`config.mk`:
```
export PLATFORM = sky130hd
export DESIGN_NAME = rip_top
export DESIGN_NICKNAME = d
export VERILOG_FILES = /design/src/rip_pkg.sv /design/src/rip_skid_buf.sv /design/src/rip_top.sv
export SDC_FILE = /design/constraint.sdc
export NUM_CORES = 1
export LEC_CHECK = 0
export BUFFER_PORTS_ARGS = -buffer_cell sky130_fd_sc_hd__buf_2
export CORE_ASPECT_RATIO = 0.7
export CORE_UTILIZATION = 60
export CTS_CLUSTER_DIAMETER = 60
export DETAILED_ROUTE_END_ITERATION = 7
export PLACE_DENSITY = 0.85
export SETUP_SLACK_MARGIN = 0.15
export SLEW_MARGIN = 20
export SYNTH_ARGS = -nofsm -noshare
export SYNTH_HDL_FRONTEND = slang
export SYNTH_HIERARCHICAL = 1
export SYNTH_SLANG_ARGS = --single-unit
```
`constraint.sdc`:
```
create_clock -name clk -period 6.1 [get_ports clk]
set_input_delay 1.22 -clock clk [delete_from_list [all_inputs] [get_ports clk]]
set_output_delay 1.22 -clock clk [all_outputs]
set_load 0.01 [all_outputs]
```
`src/rip_pkg.sv`:
```
/*
  Package for the radio interrupt and data port block: register addresses,
  flag bit positions, reset values and data-port constants.
  Assumes a byte-wide special-function register port from the CPU core.
*/
package rip_pkg;
  // Register addresses on the CPU's byte register port
  localparam logic [7:0] ADDR_RADIO_IRQ_MASK = 8'h91;
  localparam logic [7:0] ADDR_RADIO_IRQ_FLAGS = 8'he9;
  localparam logic [7:0] ADDR_RADIO_DATA_PORT = 8'hd9;
  localparam logic [7:0] ADDR_CPU_IRQ_ENABLE_0 = 8'ha8;
  localparam logic [7:0] ADDR_CPU_IRQ_ENABLE_2 = 8'h9a;
  localparam logic [7:0] ADDR_TIMER_CONTROL_FLAGS = 8'h88;
  localparam logic [7:0] ADDR_CPU_FLAG_REGISTER = 8'h9b;
  // Flag bit positions in the flags and mask registers
  localparam int BIT_TX_UNDERFLOW = 7;
  localparam int BIT_RX_OVERFLOW = 6;
  localparam int BIT_RX_TIMEOUT = 5;
  localparam int BIT_PACKET_DONE = 4;
  localparam int BIT_CARRIER_SENSE = 3;
  localparam int BIT_PREAMBLE_QUALITY = 2;
  localparam int BIT_CLEAR_CHANNEL = 1;
  localparam int BIT_SYNC_DETECTED = 0;
  // Main enable and pending bit positions
  localparam int BIT_TRANSFER_IRQ_ENABLE = 0;
  localparam int BIT_COMBINED_IRQ_ENABLE = 0;
  localparam int BIT_TRANSFER_IRQ_PENDING = 1;
  localparam int BIT_COMBINED_IRQ_PENDING = 1;
  // Reset values
  localparam logic [7:0] RST_RADIO_IRQ_MASK = 8'h00;
  localparam logic [7:0] RST_RADIO_IRQ_FLAGS = 8'h00;
  localparam logic [7:0] RST_CTRL = 8'h00;
  // CPU interrupt vector numbers
  localparam logic [4:0] VEC_TRANSFER_IRQ = 5'h00;
  localparam logic [4:0] VEC_COMBINED_IRQ = 5'h0c;
  // Buffer depth of the data path
  localparam int DATA_BUF_DEPTH = 2;
endpackage

```
`src/rip_skid_buf.sv`:
```
/*
  Two-entry buffer with valid/ready on both sides.
  Assumes one clock and a synchronous active-high reset.
*/
`timescale 1ns/1ps
`default_nettype none
module rip_skid_buf #(
  parameter int WIDTH = 8,
  parameter int DEPTH = rip_pkg::DATA_BUF_DEPTH
) (
  // Clock and reset
  input wire logic clk,
  input wire logic srst,
  // Fill side
  input wire logic in_valid,
  output logic in_ready,
  input wire logic [WIDTH-1:0] in_data,
  // Drain side
  output logic out_valid,
  input wire logic out_ready,
  output logic [WIDTH-1:0] out_data
);
  // The pointers and count are sized for exactly two entries
  if (DEPTH != 2) begin : g_bad_depth
    $error("rip_skid_buf supports DEPTH 2 only");
  end
  if (WIDTH < 1) begin : g_bad_width
    $error("rip_skid_buf needs WIDTH of at least 1");
  end

  logic [WIDTH-1:0] mem_ff [2];
  logic [WIDTH-1:0] nxt_mem [2];
  logic [1:0] cnt_ff, nxt_cnt;
  logic rd_ptr_ff, nxt_rd_ptr;
  logic wr_ptr_ff, nxt_wr_ptr;
  logic push, pop;

  // Honest full and empty from the count
  assign in_ready = (cnt_ff != 2'd2);
  assign out_valid = (cnt_ff != 2'd0);
  assign out_data = mem_ff[rd_ptr_ff];
  assign push = in_valid && in_ready;
  assign pop = out_valid && out_ready;

  // Pointer and count update
  always_comb begin
    nxt_mem = mem_ff;
    nxt_cnt = cnt_ff;
    nxt_rd_ptr = rd_ptr_ff;
    nxt_wr_ptr = wr_ptr_ff;
    if (push) begin
      nxt_mem[wr_ptr_ff] = in_data;
      nxt_wr_ptr = ~wr_ptr_ff;
    end
    if (pop) begin
      nxt_rd_ptr = ~rd_ptr_ff;
    end
    if (push && !pop) begin
      nxt_cnt = cnt_ff + 2'd1;
    end else if (pop && !push) begin
      nxt_cnt = cnt_ff - 2'd1;
    end
  end

  always_ff @(posedge clk) begin
    if (srst) begin
      cnt_ff <= 2'd0;
      rd_ptr_ff <= 1'b0;
      wr_ptr_ff <= 1'b0;
      mem_ff[0] <= '0;
      mem_ff[1] <= '0;
    end else begin
      cnt_ff <= nxt_cnt;
      rd_ptr_ff <= nxt_rd_ptr;
      wr_ptr_ff <= nxt_wr_ptr;
      mem_ff <= nxt_mem;
    end
  end
endmodule
`default_nettype wire

```
`src/rip_top.sv`:
```
/*
  Radio interrupt combining and data port: flag/mask registers, main
  enables and pending bits, transfer request and the radio data register.
  Assumes a byte register port from the CPU core (one-cycle strobes) and
  radio event levels and byte handshakes on the same clock.
*/
`timescale 1ns/1ps
`default_nettype none
module rip_top (
  // Clock and reset
  input wire logic clk,
  input wire logic srst,
  // CPU register port
  input wire logic reg_wr,
  input wire logic reg_rd,
  input wire logic [7:0] reg_addr,
  input wire logic [7:0] reg_wdata,
  output logic [7:0] reg_rdata,
  // Radio event levels, one per flag bit
  input wire logic [7:0] radio_event,
  // Transmit byte toward radio
  output logic tx_valid,
  input wire logic tx_ready,
  output logic [7:0] tx_data,
  // Receive byte from radio
  input wire logic rx_valid,
  output logic rx_ready,
  input wire logic [7:0] rx_data,
  // Interrupt requests to CPU, and the dma_trigger transfer request pulse
  output logic transfer_irq,
  output logic [4:0] transfer_irq_vector,
  output logic combined_irq,
  output logic [4:0] combined_irq_vector,
  output logic dma_trigger
);
  logic [7:0] flags_ff, nxt_flags;
  logic [7:0] mask_ff, nxt_mask;
  logic [7:0] event_prev_ff, nxt_event_prev;
  logic transfer_irq_enable_ff, nxt_transfer_irq_enable;
  logic combined_irq_enable_ff, nxt_combined_irq_enable;
  logic transfer_pend_ff, nxt_transfer_pend;
  logic combined_pend_ff, nxt_combined_pend;
  logic [7:0] rdata_ff, nxt_rdata;
  logic [7:0] edge_set;
  logic [7:0] set_bits;
  logic tx_wr, rx_rd;
  logic txb_in_ready;
  logic rxb_out_valid;
  logic [7:0] rxb_out_data;
  logic rxb_fill_ready;
  logic req_raise;
  logic data_want_ff, nxt_data_want;
  // Byte movement on the data path
  logic data_moved;
  logic tx_pop, rx_push;
  // Write strobes, one per mapped register
  logic wr_flags, wr_mask, wr_enable_0, wr_enable_2, wr_timer_ctl, wr_cpu_flag;

  function automatic logic is_addr(input logic [7:0] a, input logic [7:0] ref_a);
    is_addr = (a == ref_a);
  endfunction

  // True when a field position lands inside the byte-wide registers
  function automatic logic pos_ok(input int pos);
    pos_ok = (pos >= 0) && (pos <= 7);
  endfunction

  // Refuse package edits that would move a field off its byte; the read mux
  // and the write masks index the byte directly and cannot serve them
  if (!pos_ok(rip_pkg::BIT_TX_UNDERFLOW) || !pos_ok(rip_pkg::BIT_RX_OVERFLOW)
      || !pos_ok(rip_pkg::BIT_RX_TIMEOUT) || !pos_ok(rip_pkg::BIT_PACKET_DONE)
      || !pos_ok(rip_pkg::BIT_CARRIER_SENSE) || !pos_ok(rip_pkg::BIT_PREAMBLE_QUALITY)
      || !pos_ok(rip_pkg::BIT_CLEAR_CHANNEL) || !pos_ok(rip_pkg::BIT_SYNC_DETECTED)
      || !pos_ok(rip_pkg::BIT_TRANSFER_IRQ_ENABLE)
      || !pos_ok(rip_pkg::BIT_COMBINED_IRQ_ENABLE)
      || !pos_ok(rip_pkg::BIT_TRANSFER_IRQ_PENDING)
      || !pos_ok(rip_pkg::BIT_COMBINED_IRQ_PENDING)) begin : g_bad_field
    $error("rip_top: a register field lies outside the byte");
  end

  // The data path relies on the two-entry buffer to ride out a stall
  if (rip_pkg::DATA_BUF_DEPTH != 2) begin : g_bad_depth
    $error("rip_top: the data buffer must hold exactly two bytes");
  end

  // Transmit buffer: a stall by the radio loses no byte already buffered; a write while both entries hold is dropped
  rip_skid_buf #(.WIDTH(8), .DEPTH(rip_pkg::DATA_BUF_DEPTH)) u_tx_buf (
    .clk(clk),
    .srst(srst),
    .in_valid(tx_wr),
    .in_ready(txb_in_ready),
    .in_data(reg_wdata),
    .out_valid(tx_valid),
    .out_ready(tx_ready),
    .out_data(tx_data)
  );

  // Receive buffer: radio is stalled by rx_ready when both entries hold
  rip_skid_buf #(.WIDTH(8), .DEPTH(rip_pkg::DATA_BUF_DEPTH)) u_rx_buf (
    .clk(clk),
    .srst(srst),
    .in_valid(rx_valid),
    .in_ready(rxb_fill_ready),
    .in_data(rx_data),
    .out_valid(rxb_out_valid),
    .out_ready(rx_rd),
    .out_data(rxb_out_data)
  );

  assign rx_ready = rxb_fill_ready;

  // Data port strobes; a write into a full buffer is dropped
  assign tx_wr = reg_wr && is_addr(reg_addr, rip_pkg::ADDR_RADIO_DATA_PORT);
  assign rx_rd = reg_rd && is_addr(reg_addr, rip_pkg::ADDR_RADIO_DATA_PORT)
                 && rxb_out_valid;

  // Rising edges only, so a held level raises a flag once
  assign edge_set = radio_event & ~event_prev_ff;

  // Done also reports underflow and overflow
  always_comb begin
    set_bits = edge_set;
    set_bits[rip_pkg::BIT_PACKET_DONE] = edge_set[rip_pkg::BIT_PACKET_DONE]
        | edge_set[rip_pkg::BIT_TX_UNDERFLOW]
        | edge_set[rip_pkg::BIT_RX_OVERFLOW];
  end

  // Transfer request: receive byte waiting, or transmit room wanted.
  // Every byte moved through the data port, or taken by the radio, drops
  // the request for a cycle so it rises again: a host that waits for the
  // flag before each byte is never left waiting on a level that stays up.
  // Back-to-back moves merge into one request after the last of them.
  assign tx_pop = tx_valid && tx_ready;
  assign rx_push = rx_valid && rxb_fill_ready;
  assign data_moved = tx_wr || rx_rd || tx_pop || rx_push;
  assign nxt_data_want = (rxb_out_valid || txb_in_ready) && !data_moved;
  assign req_raise = nxt_data_want && !data_want_ff;
  assign dma_trigger = req_raise;

  // Write decode: one strobe per mapped register; other addresses hit nothing
  assign wr_flags = reg_wr && is_addr(reg_addr, rip_pkg::ADDR_RADIO_IRQ_FLAGS);
  assign wr_mask = reg_wr && is_addr(reg_addr, rip_pkg::ADDR_RADIO_IRQ_MASK);
  assign wr_enable_0 = reg_wr && is_addr(reg_addr, rip_pkg::ADDR_CPU_IRQ_ENABLE_0);
  assign wr_enable_2 = reg_wr && is_addr(reg_addr, rip_pkg::ADDR_CPU_IRQ_ENABLE_2);
  assign wr_timer_ctl = reg_wr && is_addr(reg_addr, rip_pkg::ADDR_TIMER_CONTROL_FLAGS);
  assign wr_cpu_flag = reg_wr && is_addr(reg_addr, rip_pkg::ADDR_CPU_FLAG_REGISTER);

  // Flag group: software may only clear, and a hardware set in the same
  // cycle as the clear wins, so an event arriving during the clear is kept
  always_comb begin
    nxt_event_prev = radio_event;
    nxt_flags = flags_ff;
    if (wr_flags) begin
      nxt_flags = flags_ff & reg_wdata;
    end
    // Flags keep updating even while masked
    nxt_flags = nxt_flags | set_bits;
  end

  // Control group: mask and main enables, changed only by software writes
  always_comb begin
    nxt_mask = mask_ff;
    nxt_transfer_irq_enable = transfer_irq_enable_ff;
    nxt_combined_irq_enable = combined_irq_enable_ff;
    if (wr_mask) begin
      nxt_mask = reg_wdata;
    end
    if (wr_enable_0) begin
      nxt_transfer_irq_enable = reg_wdata[rip_pkg::BIT_TRANSFER_IRQ_ENABLE];
    end
    if (wr_enable_2) begin
      nxt_combined_irq_enable = reg_wdata[rip_pkg::BIT_COMBINED_IRQ_ENABLE];
    end
  end

  // Pending group: writing 0 clears, writing 1 keeps; a set in the same
  // cycle wins. The combined bit re-asserts while any unmasked flag stays
  // set, so software must clear the source flags before this bit.
  always_comb begin
    nxt_transfer_pend = transfer_pend_ff;
    nxt_combined_pend = combined_pend_ff;
    if (wr_timer_ctl) begin
      nxt_transfer_pend = transfer_pend_ff
          & reg_wdata[rip_pkg::BIT_TRANSFER_IRQ_PENDING];
    end
    if (wr_cpu_flag) begin
      nxt_combined_pend = combined_pend_ff
          & reg_wdata[rip_pkg::BIT_COMBINED_IRQ_PENDING];
    end
    if (|(nxt_flags & mask_ff)) begin
      nxt_combined_pend = 1'b1;
    end
    if (req_raise) begin
      nxt_transfer_pend = 1'b1;
    end
  end

  // Read data mux; unmapped addresses read zero
  always_comb begin
    nxt_rdata = 8'h00;
    case (reg_addr)
      rip_pkg::ADDR_RADIO_IRQ_FLAGS: nxt_rdata = flags_ff;
      rip_pkg::ADDR_RADIO_IRQ_MASK: nxt_rdata = mask_ff;
      rip_pkg::ADDR_RADIO_DATA_PORT: nxt_rdata = rxb_out_valid ? rxb_out_data : 8'h00;
      rip_pkg::ADDR_CPU_IRQ_ENABLE_0:
        nxt_rdata[rip_pkg::BIT_TRANSFER_IRQ_ENABLE] = transfer_irq_enable_ff;
      rip_pkg::ADDR_CPU_IRQ_ENABLE_2:
        nxt_rdata[rip_pkg::BIT_COMBINED_IRQ_ENABLE] = combined_irq_enable_ff;
      rip_pkg::ADDR_TIMER_CONTROL_FLAGS:
        nxt_rdata[rip_pkg::BIT_TRANSFER_IRQ_PENDING] = transfer_pend_ff;
      rip_pkg::ADDR_CPU_FLAG_REGISTER:
        nxt_rdata[rip_pkg::BIT_COMBINED_IRQ_PENDING] = combined_pend_ff;
      default: nxt_rdata = 8'h00;
    endcase
  end

  // Flag group registers; event history resets to the idle (low) level of
  // the radio conditions, so no false edge follows reset
  always_ff @(posedge clk) begin
    if (srst) begin
      flags_ff <= rip_pkg::RST_RADIO_IRQ_FLAGS;
      event_prev_ff <= 8'h00;
    end else begin
      flags_ff <= nxt_flags;
      event_prev_ff <= nxt_event_prev;
    end
  end

  // Control group registers; main enables reset off so no interrupt
  // reaches the CPU before software has turned one on
  always_ff @(posedge clk) begin
    if (srst) begin
      mask_ff <= rip_pkg::RST_RADIO_IRQ_MASK;
      transfer_irq_enable_ff <= rip_pkg::RST_CTRL[rip_pkg::BIT_TRANSFER_IRQ_ENABLE];
      combined_irq_enable_ff <= rip_pkg::RST_CTRL[rip_pkg::BIT_COMBINED_IRQ_ENABLE];
    end else begin
      mask_ff <= nxt_mask;
      transfer_irq_enable_ff <= nxt_transfer_irq_enable;
      combined_irq_enable_ff <= nxt_combined_irq_enable;
    end
  end

  // Pending group registers; both main pending bits start cleared and
  // are only raised by their own request logic
  always_ff @(posedge clk) begin
    if (srst) begin
      transfer_pend_ff <= rip_pkg::RST_CTRL[rip_pkg::BIT_TRANSFER_IRQ_PENDING];
      combined_pend_ff <= rip_pkg::RST_CTRL[rip_pkg::BIT_COMBINED_IRQ_PENDING];
    end else begin
      transfer_pend_ff <= nxt_transfer_pend;
      combined_pend_ff <= nxt_combined_pend;
    end
  end

  // Transfer request history: reset low, so the free transmit room raises
  // one request right after reset
  always_ff @(posedge clk) begin
    if (srst) begin
      data_want_ff <= 1'b0;
    end else begin
      data_want_ff <= nxt_data_want;
    end
  end

  // Read data register: follows the address every cycle, so the value
  // stands one cycle after the address is presented
  always_ff @(posedge clk) begin
    if (srst) begin
      rdata_ff <= 8'h00;
    end else begin
      rdata_ff <= nxt_rdata;
    end
  end

  // Outputs: pending gated by main enable, two-level for combined
  assign reg_rdata = rdata_ff;
  assign transfer_irq = transfer_pend_ff && transfer_irq_enable_ff;
  assign combined_irq = combined_pend_ff && combined_irq_enable_ff;
  assign transfer_irq_vector = rip_pkg::VEC_TRANSFER_IRQ;
  assign combined_irq_vector = rip_pkg::VEC_COMBINED_IRQ;
endmodule
`default_nettype wire

```
==> results of run 1 <==
## worst min path at each step
stage,from,slack (ps),to,cells after the start
CTS,u_tx_buf/mem_ff[0],480,u_tx_buf/mem_ff[0],2
floorplan,mask_ff[5],440,mask_ff[5],2
detailed placement,u_tx_buf/mem_ff[0],460,u_tx_buf/mem_ff[0],2
global route,u_tx_buf/mem_ff[7],500,u_tx_buf/mem_ff[7],2
global placement,mask_ff[5],450,mask_ff[5],2
finish,u_tx_buf/mem_ff[7],480,u_tx_buf/mem_ff[7],2
## layout make-up
type | instances | area, sq um
Clock buffer | 9 | 124
Clock inverter | 7 | 114
Fill cell | 444 | 1640
Inverter | 12 | 45.0
Multi-Input combinational cell | 303 | 2010
Sequential cell | 77 | 1540
Tap cell | 75 | 93.8
Timing Repair Buffer | 59 | 298
## stage by stage
stage	instances	hold slack, ps	setup slack (ps)
after floorplan	420	442	2890
after global placement	526	450	2550
after detailed placement	526	463	2480
after CTS	542	478	2470
after global routing	542	497	2400
final	542	476	2460
## tightest hold or removal path, cell delays in order, from the launching register on
cell and delay, ps:
dfxtp_1 310, nand2b_1 60, mux2i_1 60
## cells by family after synthesis
group / share of synthesized area
AOI/OAI and AO/OA: 0.150
buffers and inverters: 0.0570
and+or+nand+nor: 0.243
adders and majority gates: 0.00670
muxes: 0.113
DFF: 0.413
xor gates and xnor gates: 0.0164
other: 0.00201
## state kept, by name (all words and copies together), names as in the netlist
name                    flops
reg_rdata                   8
mask_ff                     8
flags_ff                    8
combined_irq_enable_ff      1
u_rx_buf/mem_ff            16
event_prev_ff               8
u_tx_buf/rd_ptr_ff          1
combined_pend_ff            1
u_tx_buf/wr_ptr_ff          1
u_rx_buf/rd_ptr_ff          1
u_rx_buf/cnt_ff             2
u_tx_buf/cnt_ff             2
u_rx_buf/wr_ptr_ff          1
u_tx_buf/mem_ff            16
transfer_irq_enable_ff      1
transfer_pend_ff            1
data_want_ff                1
## where the power goes
part	switching [W]	total, W	internal [W]
Sequential	0.0000167	0.000541	0.000524
Combinational	0.0000722	0.000125	0.0000533
Clock	0.000186	0.000456	0.000270
Total	0.000275	0.00112	0.000848
## placed cells by master, fill, tap and decap left out, drive strengths merged, types with 3 or more instances in the layout
master,instances
buf,59
nand3,4
nand2b,45
mux2i,24
nand2,15
clkbuf,9
mux2,16
a21oi,20
nand3b,6
nor2b,32
bufinv,3
and2,4
inv,12
o21ai,47
or3,3
o211ai,4
nor2,24
xor2,7
dfxtp,77
a22oi,8
a31oi,4
or2,4
clkinv,4
conb,10
## per-layer routing
layer / share of wire / routed length (um) / vias to the layer above / global-route usage
met1: 0.47 / 3890 / 1459 / 0.344
met4: 0.0094 / 78 / 0 / 0.0790
met2: 0.46 / 3840 / 93 / 0.451
met5: 0 / 0 / - / 0
li1: - / - / 1506 / -
met3: 0.057 / 472 / 8 / 0.0678
==> flow_summary.ini, run 1 <==
[outcome]
status = complete, no violations

[worst_setup_path]
cp-end-kind = primary output
crit_path_start_kind = input port
startpoint = reg_addr[2]
critPathKind = input port to primary output
required_ps = 4880
crit_path_cell_trace = buf_2 -> and3b_1 -> nand4_1 -> o221ai_1 -> or2_1 -> inv_1 -> buf_2
r2r_setup_slack_ps = 3890
r2r-end = u_rx_buf/cnt_ff[1]
r2r_cells = 8
cp_num_buf_inv = 3
path_common_cell = buf_2
cp.arrival_ps = 2420
worstSetupPathDepth = 7
slowest_stage = o221ai_1
slowest_delay_ps = 290
r2r_start = u_rx_buf/cnt_ff[0]
cp_max_fo = 5
path_delay_family = simple AND/OR/NAND/NOR gates
cp-endpoint = dma_trigger

[final_layout]
nets = 502
n_antenna_cell = 0
final_area_sq_mm = 0.00423
drive_above_1_share = 0.236
final_util = 0.720
syn2layout_area_growth_pct = 13.2

[sta]
finalSetupViolCount = 0
fmax_ghz = 0.275
slew_violations = 0
finalHoldViolations = 0
finalSetupTns_ps = 0
rsz0062_at_grt = no
tightest_slew_ps = 752
max-slew-margin-rel = 0.498
fin_crit_sh = 0.597
finClkSkew_ps = 5.88
final.min_clock_period_ps = 3640

[routing]
avgRoutedWirePerCell_um = 15.3
firstDrtPassIters = 4
viasPerCell = 5.66
ant_nets = 0
drt_iter0_markers = 230
totalWireLength_um = 8280
num_vias = 3066
drc = 0

[floorplan]
ios = 69
die_w_um = 96.3
die_area_sq_mm = 0.00655
initial_utilization = 0.636
fp.coreArea_sq_mm = 0.00587
die_h_um = 68.0
rows = 23

[place]
dp_hpwl_um = 5920
placed_area_sq_mm = 0.00399
place.gp.congestion = 0.846
port_buffers = 58

[power_and_ir_drop]
peakVddDrop_mv = 0.172
total_power_w = 0.00112
p_per_area_mw_per_mm2 = 266
p_leak_nw = 1.73

[global_route]
grt_first_pass_wirelength_um = 13100
overflow = 0
grt_pass1_vias = 2842
antenna_found_initial = 0
grt_use_total = 0.269
grt_max_degree = 89

[job]
cap_violations = 0

[clock_network]
ctsResizeCount = 0
clock_sinks = 77
cts_max_level = 3
insertion_delay_ps = 350
tritoncts = yes
clockBufferDepth = 2
ctsHoldBuffers = 0
cts.clk_slew.worst_paths_ps = 80
cts_buffers = 9
post_cts.repair.setup_buffers = 0
ctsRootBufferMaster = clkbuf_8

[yosys]
avgSynthCellArea_sq_um = 9.07
synth_commonest_cells = dfxtp_1, o21ai_0, nand2b_1
ys_types = 53
synth_cells = 412
ys_top_cells_by_area = dfxtp_1, nand2b_1, mux2i_1
synthArstFlopShare = 0
yosysTopAreaCellShare = 0.413
synthFlopType = dfxtp_1
yosys.area.top_type = dfxtp_1
synth_area_sq_mm = 0.00373
synth_edf_count = 0
synth.most_common_cell = dfxtp_1
yosysWarnings = 6
synth_seq_cells = 77
seq_area_frac_synth = 0.413

[worst_hold_path]
min_path_type = flip-flop to flip-flop
No activity file was read; power rests on OpenSTA's default activity.
==> run 2: changes to the inputs <==
CORE_UTILIZATION = 50   (was 60)
PLACE_DENSITY = 0.76   (was 0.85)
clock period = 3.12 ns   (was 6.1 ns; I/O delays follow)
==> flow_summary.ini, run 2 (synthesis results as in run 1) <==
[worst_hold_path]
min_from = u_tx_buf/mem_ff[3]
hold_end = u_tx_buf/mem_ff[3]
min_path_cells = 2
min_path_type = flip-flop to flip-flop

[power_and_ir_drop]
p_switching_w = 0.000538
p_seq_frac = 0.515
p_int_w = 0.00152
comb_power_share = 0.121
p_per_area_mw_per_mm2 = 485
swShare = 0.262
pwr-share-clk = 0.364
p_leak_nw = 1.72
peakVddDrop_mv = 0.209

[clock_network]
ctsHoldBuffers = 0
clock_sinks = 77
clockBufferDepth = 2
cts_max_level = 3
cts_buffers = 9
ctsRootBufferMaster = clkbuf_8
tritoncts = yes
insertion_delay_ps = 360
cts.clk_slew.worst_paths_ps = 80

[outcome]
status = complete, no violations

[floorplan]
rows = 25
fp.coreArea_sq_mm = 0.00698
initial_utilization = 0.535
die_h_um = 74.3
ios = 69
die_area_sq_mm = 0.00782
die_w_um = 105

[final_layout]
final_util = 0.607
drive_above_1_share = 0.237
mostFrequentLayoutCells = dfxtp_1, buf_2, o21ai_0
reg_top3 = u_rx_buf/mem_ff x16, u_tx_buf/mem_ff x16
n_antenna_cell = 0
regArea_sq_mm = 0.00154
syn2layout_area_growth_pct = 13.4
multi_input_area_sq_mm = 0.00202
num-fill-cells = 612
nets = 504
final_common_cell = dfxtp_1

[routing]
firstDrtPassIters = 4
ant_nets = 0
num_vias = 3024
drt_iter0_markers = 176
viasPerCell = 5.37
totalWireLength_um = 8640
drc = 0
avgRoutedWirePerCell_um = 15.3

[sta]
fin_crit_sh = 0.848
rsz0062_at_grt = no
final.min_clock_period_ps = 2650
fmax_ghz = 0.378
finClkSkew_ps = 9.56
max-slew-margin-rel = 0.592
finalSetupViolCount = 0
finalHoldViolations = 0
whs_ps = 475
tightest_slew_ps = 612
timing.final.ws_setup_ps = 475
finalSetupTns_ps = 0
slew_violations = 0

[worst_setup_path]
r2r-end = u_rx_buf/cnt_ff[1]
required_ps = 2500
r2r_setup_slack_ps = 1140
critPathKind = flip-flop to primary output
r2r_start = u_rx_buf/cnt_ff[0]
cp_max_fo = 11
cp-end-kind = primary output
r2r_cells = 8
crit_path_start_kind = flip-flop
cp.arrival_ps = 2020

[global_route]
grt_pass1_vias = 2870
overflow = 0
grt_use_total = 0.238
grt_max_degree = 67
grt_first_pass_wirelength_um = 14100
antenna_found_initial = 0

[place]
dp_hpwl_um = 6120
place_ws_ps = 629
place.gp.congestion = 0.853
port_buffers = 58

[job]
cap_violations = 0
run 2: timing repair:
item,in CTS,in global routing
buffers inserted,0,0
endpoints found under the setup margin,0,1
resized for setup,0,1
run 2: critical path: stages, from the launching register on:
cell	delay (ps)
dfxtp_1	390
nor2b_4	330
inv_2	90
a22oi_1	230
o221ai_1	190
or2_1	250
inv_1	70
buf_2	120
run 2: worst max-delay path by stage:
stage	startpoint	end	slack [ps]
2_1_floorplan	reg_addr[2]	u_rx_buf/cnt_ff[1]	790
3_3_place_gp	reg_addr[2]	u_rx_buf/cnt_ff[1]	690
3_5_place_dp	reg_addr[2]	u_rx_buf/cnt_ff[1]	630
4_1_cts	u_rx_buf/cnt_ff[1]	dma_trigger	330
5_1_grt	u_rx_buf/cnt_ff[1]	dma_trigger	280
6_report	u_rx_buf/cnt_ff[1]	dma_trigger	470
run 2: final cells by class:
type                            count  area share
Multi-Input combinational cell    303       0.476
Sequential cell                    77       0.364
Timing Repair Buffer               61      0.0768
Clock buffer                       11      0.0334
Tap cell                           94      0.0278
Clock inverter                      5      0.0118
Inverter                           12      0.0106
run 2: power groups by stage:
stage / combinational (W) / clock [W] / sequential, W
global route: 0.000277 / 0.000812 / 0.00106
finish: 0.000250 / 0.000749 / 0.00106
CTS: 0.000246 / 0.000760 / 0.00106
global placement: 0.000236 / 0 / 0.00108
detailed placement: 0.000242 / 0 / 0.00108
floorplan: 0.000179 / 0 / 0.00107
run 2: metal layers:
metal / share of wire / routed length (um) / track usage
met1: 0.48 / 4110 / 0.323
met2: 0.44 / 3780 / 0.360
met3: 0.072 / 618 / 0.0736
met5: 0 / 0 / 0
met4: 0.015 / 127 / 0.0829
run 2: metrics by stage:
stage	instances	power (W)	instance area (sq um)
global route	563	0.00215	4240
CTS	563	0.00206	4230
global placement	547	0.00131	4040
floorplan	420	0.00125	3760
detailed placement	547	0.00132	4040
finish	563	0.00206	4240
==> run 3: changes to the inputs <==
clock period = 2.31 ns   (was 3.12 ns; I/O delays follow)
==> flow_summary.ini, run 3 (synthesis results as in run 1) <==
[worst_setup_path]
cp_max_fo = 2
cp.arrival_ps = 1700
critPathKind = flip-flop to primary output
r2r_cells = 8
required_ps = 1850
cp-end-kind = primary output
crit_path_start_kind = flip-flop

[sta]
whs_ps = 333
fin_crit_sh = 0.934
finalHoldViolations = 0
fmax_ghz = 0.463
final.min_clock_period_ps = 2160
finalSetupViolCount = 0
finClkSkew_ps = 6.19
timing.final.ws_setup_ps = 152
rsz0062_at_grt = yes
finalSetupTns_ps = 0
slew_violations = 0
max-slew-margin-rel = 0.614
tightest_slew_ps = 579

[global_route]
grt_max_degree = 50
grt_pass1_vias = 2832
grt_use_total = 0.234
overflow = 0
grt_first_pass_wirelength_um = 14000
antenna_found_initial = 0

[clock_network]
cts_max_level = 3
cts.clk_slew.worst_paths_ps = 80
tritoncts = yes
ctsRootBufferMaster = clkbuf_8
insertion_delay_ps = 350
clock_sinks = 77
cts_buffers = 9
ctsHoldBuffers = 0
clockBufferDepth = 2

[final_layout]
final_common_cell = dfxtp_1
mostFrequentLayoutCells = dfxtp_1, buf_2, o21ai_0
num-fill-cells = 584
nets = 518
drive_above_1_share = 0.273
reg_top3 = u_rx_buf/mem_ff x16, u_tx_buf/mem_ff x16
fin_cells = 577
n_antenna_cell = 0
syn2layout_area_growth_pct = 18.7

[worst_hold_path]
min_path_cells = 2
min_path_type = input port to flip-flop

[routing]
drc = 0
firstDrtPassIters = 5
totalWireLength_um = 8800
viasPerCell = 5.42
drt_iter0_markers = 207
num_vias = 3129
ant_nets = 0
avgRoutedWirePerCell_um = 15.2

[place]
place_ws_ps = -37.4
port_buffers = 58
place_inst = 558
dp_hpwl_um = 6300
place.gp.congestion = 0.840

[floorplan]
die_w_um = 105
die_area_sq_mm = 0.00782
die_h_um = 74.3
initial_utilization = 0.535
fp.coreArea_sq_mm = 0.00698
rows = 25
ios = 69

[power_and_ir_drop]
p_per_area_mw_per_mm2 = 700
peakVddDrop_mv = 0.345
p_leak_nw = 1.82

[outcome]
status = complete, no violations

[job]
cap_violations = 0
## run 3: layout make-up
type	instances	area, sq um	share of cell area
Multi-Input combinational cell	303	2040	0.460
Sequential cell	77	1550	0.350
Timing Repair Buffer	75	418	0.0943
Clock buffer	13	169	0.0381
Tap cell	94	118	0.0265
Clock inverter	3	90.1	0.0203
Inverter	12	45.0	0.0102
## run 3: worst max-delay path, stage by stage (launching register included)
cell and delay, ps:
dfxtp_4 350, or2_4 230, a22oi_2 200, o221ai_2 120, or2_1 260, inv_1 70
buf_2 120
## run 3: timing repair
action	in CTS	in global routing
pin swaps	2	0
buffers inserted	3	0
gates resized for setup	10	2
gates cloned	0	0
setup endpoints to repair	1	1
## run 3: per-stage QoR
stage | util | power, W | instance area (sq um)
finish | 0.635 | 0.00310 | 4430
detailed placement | 0.590 | 0.00180 | 4120
floorplan | - | 0.00168 | 3770
global route | 0.635 | 0.00322 | 4430
CTS | 0.634 | 0.00311 | 4420
global placement | 0.590 | 0.00178 | 4120
## run 3: power by group
part | internal, W | switching (W)
Sequential | 0.00139 | 0.0000428
Clock | 0.000808 | 0.000489
Combinational | 0.000170 | 0.000203
## run 3: path summary, 6_finish.rpt
path	slack, ps	startpoint	to
min	330	radio_event[6]	event_prev_ff[6]
max	150	u_tx_buf/cnt_ff[0]	dma_trigger
min reg2reg	480	u_rx_buf/mem_ff[0]	u_rx_buf/mem_ff[0]
max reg2reg	400	u_rx_buf/cnt_ff[1]	u_rx_buf/cnt_ff[1]
## run 3: layer usage
layer  up-vias  wire, um  global-route usage
met4         0       112              0.0782
met5         -         0                   0
li1       1535         -                   -
met1      1489      4250               0.314
met3        10       604              0.0789
met2        95      3830               0.355
